## config.mk

```make
export PLATFORM = sky130hd
export DESIGN_NAME = usf_uart_flags
export DESIGN_NICKNAME = d
export VERILOG_FILES = /design/src/usf_pkg.sv /design/src/usf_uart_flags.sv
export VERILOG_INCLUDE_DIRS = /design/src
export SDC_FILE = /design/constraint.sdc
export NUM_CORES = 1
export LEC_CHECK = 0
export BUFFER_PORTS_ARGS = -buffer_cell sky130_fd_sc_hd__buf_2
export CORE_MARGIN = 1
export CORE_UTILIZATION = 45
export CTS_BUF_LIST = sky130_fd_sc_hd__clkbuf_4 sky130_fd_sc_hd__clkbuf_8
export CTS_CLUSTER_SIZE = 24
export DETAILED_ROUTE_END_ITERATION = 6
export PLACE_DENSITY = 0.64
export SYNTH_ARGS = -nofsm -noshare
export SYNTH_HDL_FRONTEND = slang
export SYNTH_SLANG_ARGS = --single-unit
export TNS_END_PERCENT = 1
```

## constraint.sdc

```tcl
create_clock -name ref_clk -period 5.6 [get_ports ref_clk]
set_clock_uncertainty 0.05 [all_clocks]
set_input_delay 0.84 -clock ref_clk [delete_from_list [all_inputs] [get_ports ref_clk]]
set_output_delay 0.84 -clock ref_clk [all_outputs]
set_load 0.02 [all_outputs]
```

## src/usf_defines.svh

```systemverilog
`ifndef USF_DEFINES_SVH
`define USF_DEFINES_SVH

// ------------------------------------------------------------
// register byte offsets
// ------------------------------------------------------------
`define USF_OFF_DATA    4'h0
`define USF_OFF_STATUS  4'h4
`define USF_OFF_CONTROL 4'h8
`define USF_OFF_FORMAT  4'hc

// ------------------------------------------------------------
// status register bit positions
// ------------------------------------------------------------
`define USF_ST_RXC  7
`define USF_ST_TXC  6
`define USF_ST_UDRE 5
`define USF_ST_FE   4
`define USF_ST_DOR  3
`define USF_ST_PE   2

// ------------------------------------------------------------
// control register bit positions
// ------------------------------------------------------------
`define USF_CT_RXCIE 7
`define USF_CT_TXCIE 6
`define USF_CT_UDRIE 5
`define USF_CT_RXEN  4
`define USF_CT_TRANSMIT_ENABLE_BIT  3
`define USF_CT_RXB8  1
`define USF_CT_TXB8  0
`define USF_CT_WMASK 8'hf9

// ------------------------------------------------------------
// frame format register fields
// ------------------------------------------------------------
`define USF_FM_PAR_EN  5
`define USF_FM_PAR_ODD 4
`define USF_FM_STOP2   3
`define USF_FM_SIZE    2:0
`define USF_FM_WMASK   8'h3f
`define USF_SIZE_9BIT  3'h7
`define USF_SIZE_MAXN  3'h3

// ------------------------------------------------------------
// reset values and bus answers
// ------------------------------------------------------------
`define USF_CTRL_RST   8'h00
`define USF_FMT_RST    8'h03
`define USF_RESP_OKAY  2'h0
`define USF_RESP_SLV   2'h2
`define USF_FRAME_W    13
`define USF_FIFO_FULL  2'h2

`endif

```

## src/usf_pkg.sv

```systemverilog
package usf_pkg;
	// transmit shifter states
	typedef enum logic {USF_TX_IDLE, USF_TX_SHIFT} usf_tx_state_t;
	// receive shifter states
	typedef enum logic {USF_RX_IDLE, USF_RX_DATA} usf_rx_state_t;
endpackage

```

## src/usf_uart_flags.sv

```systemverilog
// Overview of operation
// - buffer-empty high exactly while tx buffer empty
// - empty irq requested while flag high, enabled
// - data write loads buffer, clears empty flag
// - complete flag sets when frame out, buffer empty
// - complete flag clears on service or write-one
// - complete irq requested when flag sets, enabled
// - parity bit inserted before first stop bit
// - parity is xor of data, inverted if odd
// - tx disable waits for drain, then releases pin
// - receive enable takes over the input pin
// - sample bits after start; ignore second stop
// - first stop moves frame into receive buffer
// - unused upper data bits read as zero
// - ninth bit, errors stored per fifo entry
// - receive-complete flag shows unread data present
// - receive disable flushes the receive buffer
// - receive irq requested while flag set, enabled
// - error flags ignore writes, raise no irq
// - frame error means first stop sampled zero
// - overrun: fifo full, char waiting, new start
// - overrun flag clears on successful move
// - parity error per frame, zero when disabled
//
// Decided for this implementation: the AXI4-Lite interface to the registers and the address map.
`timescale 1ns/100ps
`include "usf_defines.svh"

module usf_uart_flags
(
	input  wire logic        ref_clk,
	input  wire logic        rst_b,
	input  wire logic [3:0]  s_axi_awaddr,
	input  wire logic        s_axi_awvalid,
	output logic             s_axi_awready,
	input  wire logic [31:0] s_axi_wdata,
	input  wire logic [3:0]  s_axi_wstrb,
	input  wire logic        s_axi_wvalid,
	output logic             s_axi_wready,
	output logic [1:0]       s_axi_bresp,
	output logic             s_axi_bvalid,
	input  wire logic        s_axi_bready,
	input  wire logic [3:0]  s_axi_araddr,
	input  wire logic        s_axi_arvalid,
	output logic             s_axi_arready,
	output logic [31:0]      s_axi_rdata,
	output logic [1:0]       s_axi_rresp,
	output logic             s_axi_rvalid,
	input  wire logic        s_axi_rready,
	input  wire logic        bit_tick,
	input  wire logic        serial_in_pin,
	output logic             rx_pin_owned,
	output logic             serial_out_pin,
	output logic             serial_out_oe,
	input  wire logic        global_irq_enable,
	input  wire logic        txc_irq_ack,
	output logic             irq_tx_empty,
	output logic             irq_tx_complete,
	output logic             irq_rx_complete
);

	// ------------------------------------------------------------
	// helper functions
	// ------------------------------------------------------------
	// number of data bits for a size code
	function automatic logic [3:0] fn_data_bits(input logic [2:0] size);
		if (size == `USF_SIZE_9BIT)
			return 4'h9;
		else if (size <= `USF_SIZE_MAXN)
			return 4'(size) + 4'h5;
		else
			return 4'h8;
	endfunction

	// parity over the low n data bits
	function automatic logic fn_parity(input logic [8:0] d, input logic [3:0] n,
		input logic odd);
		logic p;
		p = odd;
		for (int i = 0; i < 9; i++)
			if (4'(i) < n)
				p = p ^ d[i];
		return p;
	endfunction

	// keep only the low n data bits
	function automatic logic [8:0] fn_mask(input logic [8:0] d, input logic [3:0] n);
		logic [8:0] m;
		m = '0;
		for (int i = 0; i < 9; i++)
			if (4'(i) < n)
				m[i] = d[i];
		return m;
	endfunction

	// ------------------------------------------------------------
	// registers and state
	// ------------------------------------------------------------
	logic [7:0]  ctrl_r;                 // software control bits
	logic [7:0]  fmt_r;                  // frame format bits
	logic        aw_held_r, w_held_r;    // write halves captured
	logic [3:0]  aw_addr_r;              // captured write address
	logic [31:0] w_data_r;               // captured write data
	logic        w_strb_r;               // low byte lane enabled
	logic        bvalid_r, rvalid_r;     // response pending
	logic [1:0]  bresp_r, rresp_r;       // response codes
	logic [31:0] rdata_r;                // read data
	usf_pkg::usf_tx_state_t tx_state_r;  // transmit shifter state
	logic        tx_buf_valid_r;         // transmit buffer holds a char
	logic [8:0]  tx_buf_r;               // transmit buffer
	logic [12:0] tx_sh_r;                // frame shift register
	logic [3:0]  tx_left_r;              // bits left in frame
	logic        txc_r;                  // transmit complete flag
	logic        tx_on_r;                // effective transmit enable
	usf_pkg::usf_rx_state_t rx_state_r;  // receive shifter state
	logic [12:0] rx_bits_r;              // receive shift register
	logic [3:0]  rx_idx_r;               // bits taken so far
	logic        rx_hold_r;              // finished frame waits
	logic [10:0] rx_hold_e_r;            // {pe, fe, data} waiting
	logic        dor_pend_r;             // overrun seen, not yet moved
	logic [11:0] fifo_mem [2];           // {dor, pe, fe, data}
	logic        fifo_rd_r;              // read slot
	logic [1:0]  fifo_cnt_r;             // entries held

	// ------------------------------------------------------------
	// decoding
	// ------------------------------------------------------------
	wire       par_en      = fmt_r[`USF_FM_PAR_EN];
	wire       par_odd     = fmt_r[`USF_FM_PAR_ODD];
	wire [3:0] n_bits      = fn_data_bits(fmt_r[`USF_FM_SIZE]);
	wire       rx_en       = ctrl_r[`USF_CT_RXEN];
	wire       wr_go       = aw_held_r && w_held_r && !bvalid_r;
	wire       wr_ok       = (aw_addr_r[1:0] == 2'h0);
	wire       wr_act      = wr_go && wr_ok && w_strb_r;
	wire       wr_data     = wr_act && (aw_addr_r == `USF_OFF_DATA);
	wire       wr_status   = wr_act && (aw_addr_r == `USF_OFF_STATUS);
	wire       wr_ctrl     = wr_act && (aw_addr_r == `USF_OFF_CONTROL);
	wire       wr_fmt      = wr_act && (aw_addr_r == `USF_OFF_FORMAT);
	wire       rd_go       = s_axi_arvalid && s_axi_arready;
	wire       rd_ok       = (s_axi_araddr[1:0] == 2'h0);
	wire       rxc         = (fifo_cnt_r != 2'h0);
	wire       pop         = rd_go && (s_axi_araddr == `USF_OFF_DATA) && rxc;
	wire       fifo_full   = (fifo_cnt_r == `USF_FIFO_FULL);
	wire       push        = rx_en && rx_hold_r && (!fifo_full || pop);
	wire       wr_idx      = fifo_rd_r ^ fifo_cnt_r[0];
	wire [11:0] head       = fifo_mem[fifo_rd_r];
	wire       udre        = !tx_buf_valid_r;
	wire       pe_vis      = head[10] && par_en && rxc;
	wire       fe_vis      = head[9] && rxc;
	wire       dor_vis     = head[11] && rxc;
	wire [7:0] status_w    = {rxc, txc_r, udre, fe_vis, dor_vis, pe_vis, 2'h0};
	wire [7:0] ctrl_rd     = {ctrl_r[7:2], head[8] && rxc, ctrl_r[`USF_CT_TXB8]};

	// ------------------------------------------------------------
	// bus slave: write channel
	// ------------------------------------------------------------
	assign s_axi_awready = !aw_held_r;
	assign s_axi_wready  = !w_held_r;
	assign s_axi_bvalid  = bvalid_r;
	assign s_axi_bresp   = bresp_r;

	// address and data are taken in either order, answered together
	always_ff @(posedge ref_clk)
	begin
		if (!rst_b)
		begin
			aw_held_r <= 1'b0;
			w_held_r  <= 1'b0;
			aw_addr_r <= 4'h0;
			w_data_r  <= 32'h0;
			w_strb_r  <= 1'b0;
			bvalid_r  <= 1'b0;
			bresp_r   <= `USF_RESP_OKAY;
		end
		else
		begin
			if (s_axi_awvalid && s_axi_awready)
			begin
				aw_held_r <= 1'b1;
				aw_addr_r <= s_axi_awaddr;
			end
			if (s_axi_wvalid && s_axi_wready)
			begin
				w_held_r <= 1'b1;
				w_data_r <= s_axi_wdata;
				w_strb_r <= s_axi_wstrb[0];
			end
			if (wr_go)
			begin
				aw_held_r <= 1'b0;
				w_held_r  <= 1'b0;
				bvalid_r  <= 1'b1;
				bresp_r   <= wr_ok ? `USF_RESP_OKAY : `USF_RESP_SLV;
			end
			else if (s_axi_bready)
				bvalid_r <= 1'b0;
		end
	end

	// control and format registers; error flags are not writable
	always_ff @(posedge ref_clk)
	begin
		if (!rst_b)
		begin
			ctrl_r <= `USF_CTRL_RST;
			fmt_r  <= `USF_FMT_RST;
		end
		else
		begin
			if (wr_ctrl)
				ctrl_r <= w_data_r[7:0] & `USF_CT_WMASK;
			if (wr_fmt)
				fmt_r <= w_data_r[7:0] & `USF_FM_WMASK;
		end
	end

	// ------------------------------------------------------------
	// bus slave: read channel
	// ------------------------------------------------------------
	assign s_axi_arready = !rvalid_r;
	assign s_axi_rvalid  = rvalid_r;
	assign s_axi_rdata   = rdata_r;
	assign s_axi_rresp   = rresp_r;

	// reading data pops the fifo, so status must be read first
	always_ff @(posedge ref_clk)
	begin
		if (!rst_b)
		begin
			rvalid_r <= 1'b0;
			rdata_r  <= 32'h0;
			rresp_r  <= `USF_RESP_OKAY;
		end
		else if (rd_go)
		begin
			rvalid_r <= 1'b1;
			rresp_r  <= rd_ok ? `USF_RESP_OKAY : `USF_RESP_SLV;
			case (s_axi_araddr)
				`USF_OFF_DATA:    rdata_r <= {24'h0, rxc ? head[7:0] : 8'h0};
				`USF_OFF_STATUS:  rdata_r <= {24'h0, status_w};
				`USF_OFF_CONTROL: rdata_r <= {24'h0, ctrl_rd};
				`USF_OFF_FORMAT:  rdata_r <= {24'h0, fmt_r};
				default:          rdata_r <= 32'h0;
			endcase
		end
		else if (s_axi_rready)
			rvalid_r <= 1'b0;
	end

	// ------------------------------------------------------------
	// transmitter
	// ------------------------------------------------------------
	wire        tx_par   = fn_parity(tx_buf_r, n_bits, par_odd);
	wire [3:0]  tx_len   = 4'h2 + n_bits + {3'h0, par_en} + {3'h0, fmt_r[`USF_FM_STOP2]};
	wire        tx_load  = (tx_state_r == usf_pkg::USF_TX_IDLE) && tx_buf_valid_r && tx_on_r;
	wire        tx_done  = (tx_state_r == usf_pkg::USF_TX_SHIFT) && bit_tick
	                       && (tx_left_r == 4'h1);
	wire        tx_busy  = (tx_state_r == usf_pkg::USF_TX_SHIFT) || tx_buf_valid_r;
	logic [12:0] tx_frame;

	// start bit, data lsb first, parity, then stop bits (idle ones)
	always_comb
	begin
		tx_frame = '1;
		tx_frame[0] = 1'b0;
		for (int i = 0; i < 9; i++)
		begin
			if (4'(i) < n_bits)
				tx_frame[i + 1] = tx_buf_r[i];
		end
		// parity right after the last data bit, nine-bit frames included
		if (par_en)
			tx_frame[n_bits + 4'h1] = tx_par;
	end

	// buffer, shifter and delayed disable; first bit runs to the next tick
	always_ff @(posedge ref_clk)
	begin
		if (!rst_b)
		begin
			tx_state_r     <= usf_pkg::USF_TX_IDLE;
			tx_buf_valid_r <= 1'b0;
			tx_buf_r       <= 9'h0;
			tx_sh_r        <= '1;
			tx_left_r      <= 4'h0;
			tx_on_r        <= 1'b0;
		end
		else
		begin
			tx_on_r <= ctrl_r[`USF_CT_TRANSMIT_ENABLE_BIT] || (tx_on_r && tx_busy);
			if (wr_data)
			begin
				tx_buf_valid_r <= 1'b1;
				tx_buf_r       <= {ctrl_r[`USF_CT_TXB8], w_data_r[7:0]};
			end
			else if (tx_load)
				tx_buf_valid_r <= 1'b0;
			case (tx_state_r)
				usf_pkg::USF_TX_IDLE:
				begin
					if (tx_load)
					begin
						tx_sh_r    <= tx_frame;
						tx_left_r  <= tx_len;
						tx_state_r <= usf_pkg::USF_TX_SHIFT;
					end
				end
				usf_pkg::USF_TX_SHIFT:
				begin
					if (bit_tick)
					begin
						tx_sh_r   <= {1'b1, tx_sh_r[12:1]};
						tx_left_r <= tx_left_r - 4'h1;
						if (tx_left_r == 4'h1)
							tx_state_r <= usf_pkg::USF_TX_IDLE;
					end
				end
				default: tx_state_r <= usf_pkg::USF_TX_IDLE;
			endcase
		end
	end

	// complete flag: a set in the same cycle as a clear wins
	always_ff @(posedge ref_clk)
	begin
		if (!rst_b)
			txc_r <= 1'b0;
		else if (tx_done && !tx_buf_valid_r)
			txc_r <= 1'b1;
		else if (txc_irq_ack || (wr_status && w_data_r[`USF_ST_TXC]))
			txc_r <= 1'b0;
	end

	assign serial_out_pin = tx_sh_r[0];
	assign serial_out_oe  = tx_on_r;

	// ------------------------------------------------------------
	// receiver
	// ------------------------------------------------------------
	wire [3:0]  rx_len   = n_bits + {3'h0, par_en} + 4'h1;
	wire [12:0] rx_shift = {serial_in_pin, rx_bits_r[12:1]};
	wire [12:0] rx_frame = rx_shift >> (4'(`USF_FRAME_W) - rx_len);
	wire [8:0]  rx_data  = fn_mask(rx_frame[8:0], n_bits);
	wire        rx_pbit  = rx_frame[n_bits];
	wire        rx_stop  = rx_frame[rx_len - 4'h1];
	wire        rx_start = (rx_state_r == usf_pkg::USF_RX_IDLE) && rx_en && bit_tick
	                       && !serial_in_pin;
	wire        rx_last  = (rx_state_r == usf_pkg::USF_RX_DATA) && bit_tick
	                       && (rx_idx_r == rx_len - 4'h1);
	wire        rx_pe    = par_en && (fn_parity(rx_data, n_bits, par_odd) != rx_pbit);
	wire        ovr_set  = rx_start && rx_hold_r && fifo_full && !pop;

	assign rx_pin_owned = rx_en;

	// shifter stops at the first stop bit; a second one is just idle line
	always_ff @(posedge ref_clk)
	begin
		if (!rst_b || !rx_en)
		begin
			rx_state_r  <= usf_pkg::USF_RX_IDLE;
			rx_bits_r   <= 13'h0;
			rx_idx_r    <= 4'h0;
			rx_hold_r   <= 1'b0;
			rx_hold_e_r <= 11'h0;
		end
		else
		begin
			if (push)
				rx_hold_r <= 1'b0;
			case (rx_state_r)
				usf_pkg::USF_RX_IDLE:
				begin
					if (rx_start)
					begin
						rx_idx_r   <= 4'h0;
						rx_state_r <= usf_pkg::USF_RX_DATA;
					end
				end
				usf_pkg::USF_RX_DATA:
				begin
					if (bit_tick)
					begin
						rx_bits_r <= rx_shift;
						rx_idx_r  <= rx_idx_r + 4'h1;
					end
					if (rx_last)
					begin
						rx_hold_r   <= 1'b1;
						rx_hold_e_r <= {rx_pe, !rx_stop, rx_data};
						rx_state_r  <= usf_pkg::USF_RX_IDLE;
					end
				end
				default: rx_state_r <= usf_pkg::USF_RX_IDLE;
			endcase
		end
	end

	// overrun pending until the next successful move into the fifo
	always_ff @(posedge ref_clk)
	begin
		if (!rst_b || !rx_en)
			dor_pend_r <= 1'b0;
		else if (ovr_set)
			dor_pend_r <= 1'b1;
		else if (push)
			dor_pend_r <= 1'b0;
	end

	// two-entry fifo; each entry carries its own ninth bit and errors
	always_ff @(posedge ref_clk)
	begin
		if (push)
			fifo_mem[wr_idx] <= {dor_pend_r, rx_hold_e_r};
	end

	// fifo pointers; disabling the receiver empties it at once
	always_ff @(posedge ref_clk)
	begin
		if (!rst_b || !rx_en)
		begin
			fifo_rd_r  <= 1'b0;
			fifo_cnt_r <= 2'h0;
		end
		else
		begin
			if (pop)
				fifo_rd_r <= !fifo_rd_r;
			case ({push, pop})
				2'b10:   fifo_cnt_r <= fifo_cnt_r + 2'h1;
				2'b01:   fifo_cnt_r <= fifo_cnt_r - 2'h1;
				default: fifo_cnt_r <= fifo_cnt_r;
			endcase
		end
	end

	// ------------------------------------------------------------
	// interrupt requests (levels; error flags never raise one)
	// ------------------------------------------------------------
	assign irq_tx_empty    = global_irq_enable && ctrl_r[`USF_CT_UDRIE] && udre;
	assign irq_tx_complete = global_irq_enable && ctrl_r[`USF_CT_TXCIE] && txc_r;
	assign irq_rx_complete = global_irq_enable && ctrl_r[`USF_CT_RXCIE] && rxc;
endmodule

```

==> reports/metrics.yaml <==
dpl.cell_count: 1062
gp_congestion: 0.894
r2r-end: "rx_hold_e_r[10]$_SDFFE_PP0P_"
r2r-start: "fmt_r[1]$_SDFFE_PN1P_"
cts_repair_resize_count: 0
max_cap_viol_count: 0
finalHoldViolations: 0
dieArea_mm2: 0.0166
die_y_um: 129
cp-start-kind: "flop"
leakage_uw: 0.00302
layout-drive-gt1-share_pct: 14.2
avgRoutedWirePerCell_um: 16.2
layout.nets: 932
final_cells: 1094
ctsHoldBuffers: 0
crit_family: "XOR/XNOR gates"
synthMuxAreaShare_pct: 11.6
crit_fanout: 11
status: "complete, no violations"
pin_count: 102
fp-row-count: 46
synthCells: 832
avgSynthCellArea_um2: 8.71
diodes: 0
clockBufferDepth: 2
arrival_ns: 5.30
place_hpwl_um: 12600
grt_pass1_wl_um: 28500
crit_top_cell: "ha_1"
slew_violations: 0
hold_path_depth: 2
async_flop_share_pct: 0
via_per_inst: 5.54
syn_to_final_growth_pct: 9.24
p_per_area_mw_per_mm2: 226
vias: 6061
critPathKind: "reg -> reg"
layout_commonest_cell: "nand2_1"
initial_core_util_pct: 45.8
synthesis.area_mm2: 0.00725
antenna_found_initial: 0
vdd_ir_drop_max_mv: 0.137
clk_latency_ns: 0.44
clk_pin_slew_worst_paths_ns: 0.08
setup_tns_ns: 0
root_buffer: "clkbuf_8"
cp.buffers_inverters: 2
synth_adder_area_share_pct: 2.31
htree_levels: 4
synthTopCellsByArea: "dfxtp_1 (28%), edfxtp_1 (9.9%), mux2i_1 (8.1%)"
yosys.area.top_type: "dfxtp_1"
yosysTopAreaCellShare_pct: 28.4
cp_data_required_time_ns: 5.87
fin_crit_ns: 5.02
r2r_slack_ns: 0.58
r2r_cells: 19
cts_setup_buffers: 0
synth_top_family_by_area: "simple AND/OR/NAND/NOR gates"
drtIter0Drc: 437
postRouteAntennaNets: 0
cpPeakStageDelay_ns: 0.56
cts_tree: "done"
core_mm2: 0.0158
yosys_warnings: 0
hold_path.class: "reg -> reg"
synth_edf_count: 24
relSlewSlack_pct: 27.8
setup_violations: 0
totalPowerFinal_uw: 1790
worstHoldStart: "rx_bits_r[1]$_SDFFE_PP0P_"
max_freq_mhz: 199
die_x_um: 129
clock-sinks: 127
rsz0062_at_grt: "false"
drc: 0
drt-pass1-iter-count: 5
grt_start_max_net_pins: 51
worstSetupEndpointType: "flop"
synth_compound_area_share_pct: 15.8
synth-seq-cells: 127
synthFlopType: "dfxtp_1"
numCtsBuffers: 17
worstPathCellList: "ha_1 -> nand2_1 -> nand2_1 -> inv_1 -> ha_1 -> inv_1 -> ha_1 -> xor2_1 -> ha_1 -> mux4_2 -> mux2i_1 -> nor2_1 -> xnor2_1 -> nor2_1 -> xnor2_1 -> xnor3_1 -> xnor3_1 -> nand2_1 -> o211ai_1"
cp_slowest_cell: "dfxtp_1"
ys_types: 82
synth_xor_area_share_pct: 3.97
grt-ovfl-total: 0
grt_usage_pct: 22.2
worstMarginPinSlew_ns: 1.08
final_cell_mix: "nand2_1 (104), dfxtp_1 (103), nor2_1 (99), a21oi_1 (59), mux2i_1 (59)"
io_buffers: 48
whs_endpoint: "rx_bits_r[1]$_SDFFE_PP0P_"
fin_crit_sh_pct: 89.7
wl_um: 17700
grt_pass1_vias: 5409
ys_seq_area_share_pct: 38.4
synthSimpleGateAreaFrac_pct: 20.7
[stage by stage]
stage,utilization (%),cell area (um2),hold slack [ns],setup WS [ns]
after global routing,50.0,7920,0.430,0.211
after floorplan,-,7340,0.375,0.948
after global placement,47.7,7550,0.385,0.712
final,50.0,7920,0.412,0.576
after CTS,50.0,7920,0.416,0.607
after detailed placement,47.7,7550,0.394,0.642
[logic make-up (layout without fill, tap and decap cells)]
family	Yosys count	count (layout)
other	1	26
AOI/OAI and AO/OA	170	170
adders and majority gates	13	13
xor gates and xnor gates	28	28
DFF	127	127
and+or+nand+nor	320	320
muxes	72	72
buffers and inverters	101	122
[synthesized netlist by cell type, drive strengths merged, types with 19 or more instances]
cell type and count:
o21ai 36, dfxtp 103, edfxtp 24, nor3 19, inv 27, clkbuf 28
a21oi 60, nand2 106, buf 46, mux2i 59, nor2 101, nand3 27
[layer usage]
layer | track usage (%) | share of wire [%]
met1 | 29.1 | 47
met2 | 35.6 | 46
met3 | 4.28 | 4.6
met4 | 10.1 | 2.8
met5 | 0 | 0
[sequential cells by signal, summed over array words and instances (netlist names), 4 cells and up, named ones only]
name / count
fifo_mem: 24
rx_hold_e_r: 11
rx_idx_r: 4
ctrl_r: 6
tx_sh_r: 13
tx_buf_r: 9
fmt_r: 6
aw_addr_r: 4
w_data_r: 8
tx_left_r: 4
rx_bits_r: 12
s_axi_rdata: 8
[where the power goes]
group | switching [uW] | internal (uW) | total, uW
Sequential | 9.82 | 937 | 947
Combinational | 62.7 | 26.1 | 88.8
Clock | 390 | 362 | 752
Total | 463 | 1320 | 1790
[tightest hold or removal path: cells and delay by family, from the launching register on]
kind	cells	cell delay [ns]
flip-flops	1	0.31
AO/OA/AOI/OAI	1	0.05
AND/OR/NAND/NOR	1	0.05
[area by class of cell]
type                       count  area, um2
clock inverter                14        129
sequential                   127       2780
timing repair buffer          63        353
tap                          216        270
multi-input combinational    629       4040
clock buffer                  18        241
inverter                      27        101
fill                        1531       7910
[worst max-delay path by stage]
stage	start	end	slack (ns)	cells past startpoint
after global routing	fmt_r[1]$_SDFFE_PN1P_	rx_hold_e_r[10]$_SDFFE_PP0P_	0.21	18
after global placement	fmt_r[1]$_SDFFE_PN1P_	rx_hold_e_r[10]$_SDFFE_PP0P_	0.71	19
after detailed placement	fmt_r[1]$_SDFFE_PN1P_	rx_hold_e_r[10]$_SDFFE_PP0P_	0.64	19
after CTS	fmt_r[1]$_SDFFE_PN1P_	rx_hold_e_r[10]$_SDFFE_PP0P_	0.61	18
final	fmt_r[1]$_SDFFE_PN1P_	rx_hold_e_r[10]$_SDFFE_PP0P_	0.58	19
after floorplan	fmt_r[1]$_SDFFE_PN1P_	rx_hold_e_r[10]$_SDFFE_PP0P_	0.95	22
No activity file was read; power rests on OpenSTA's default activity.
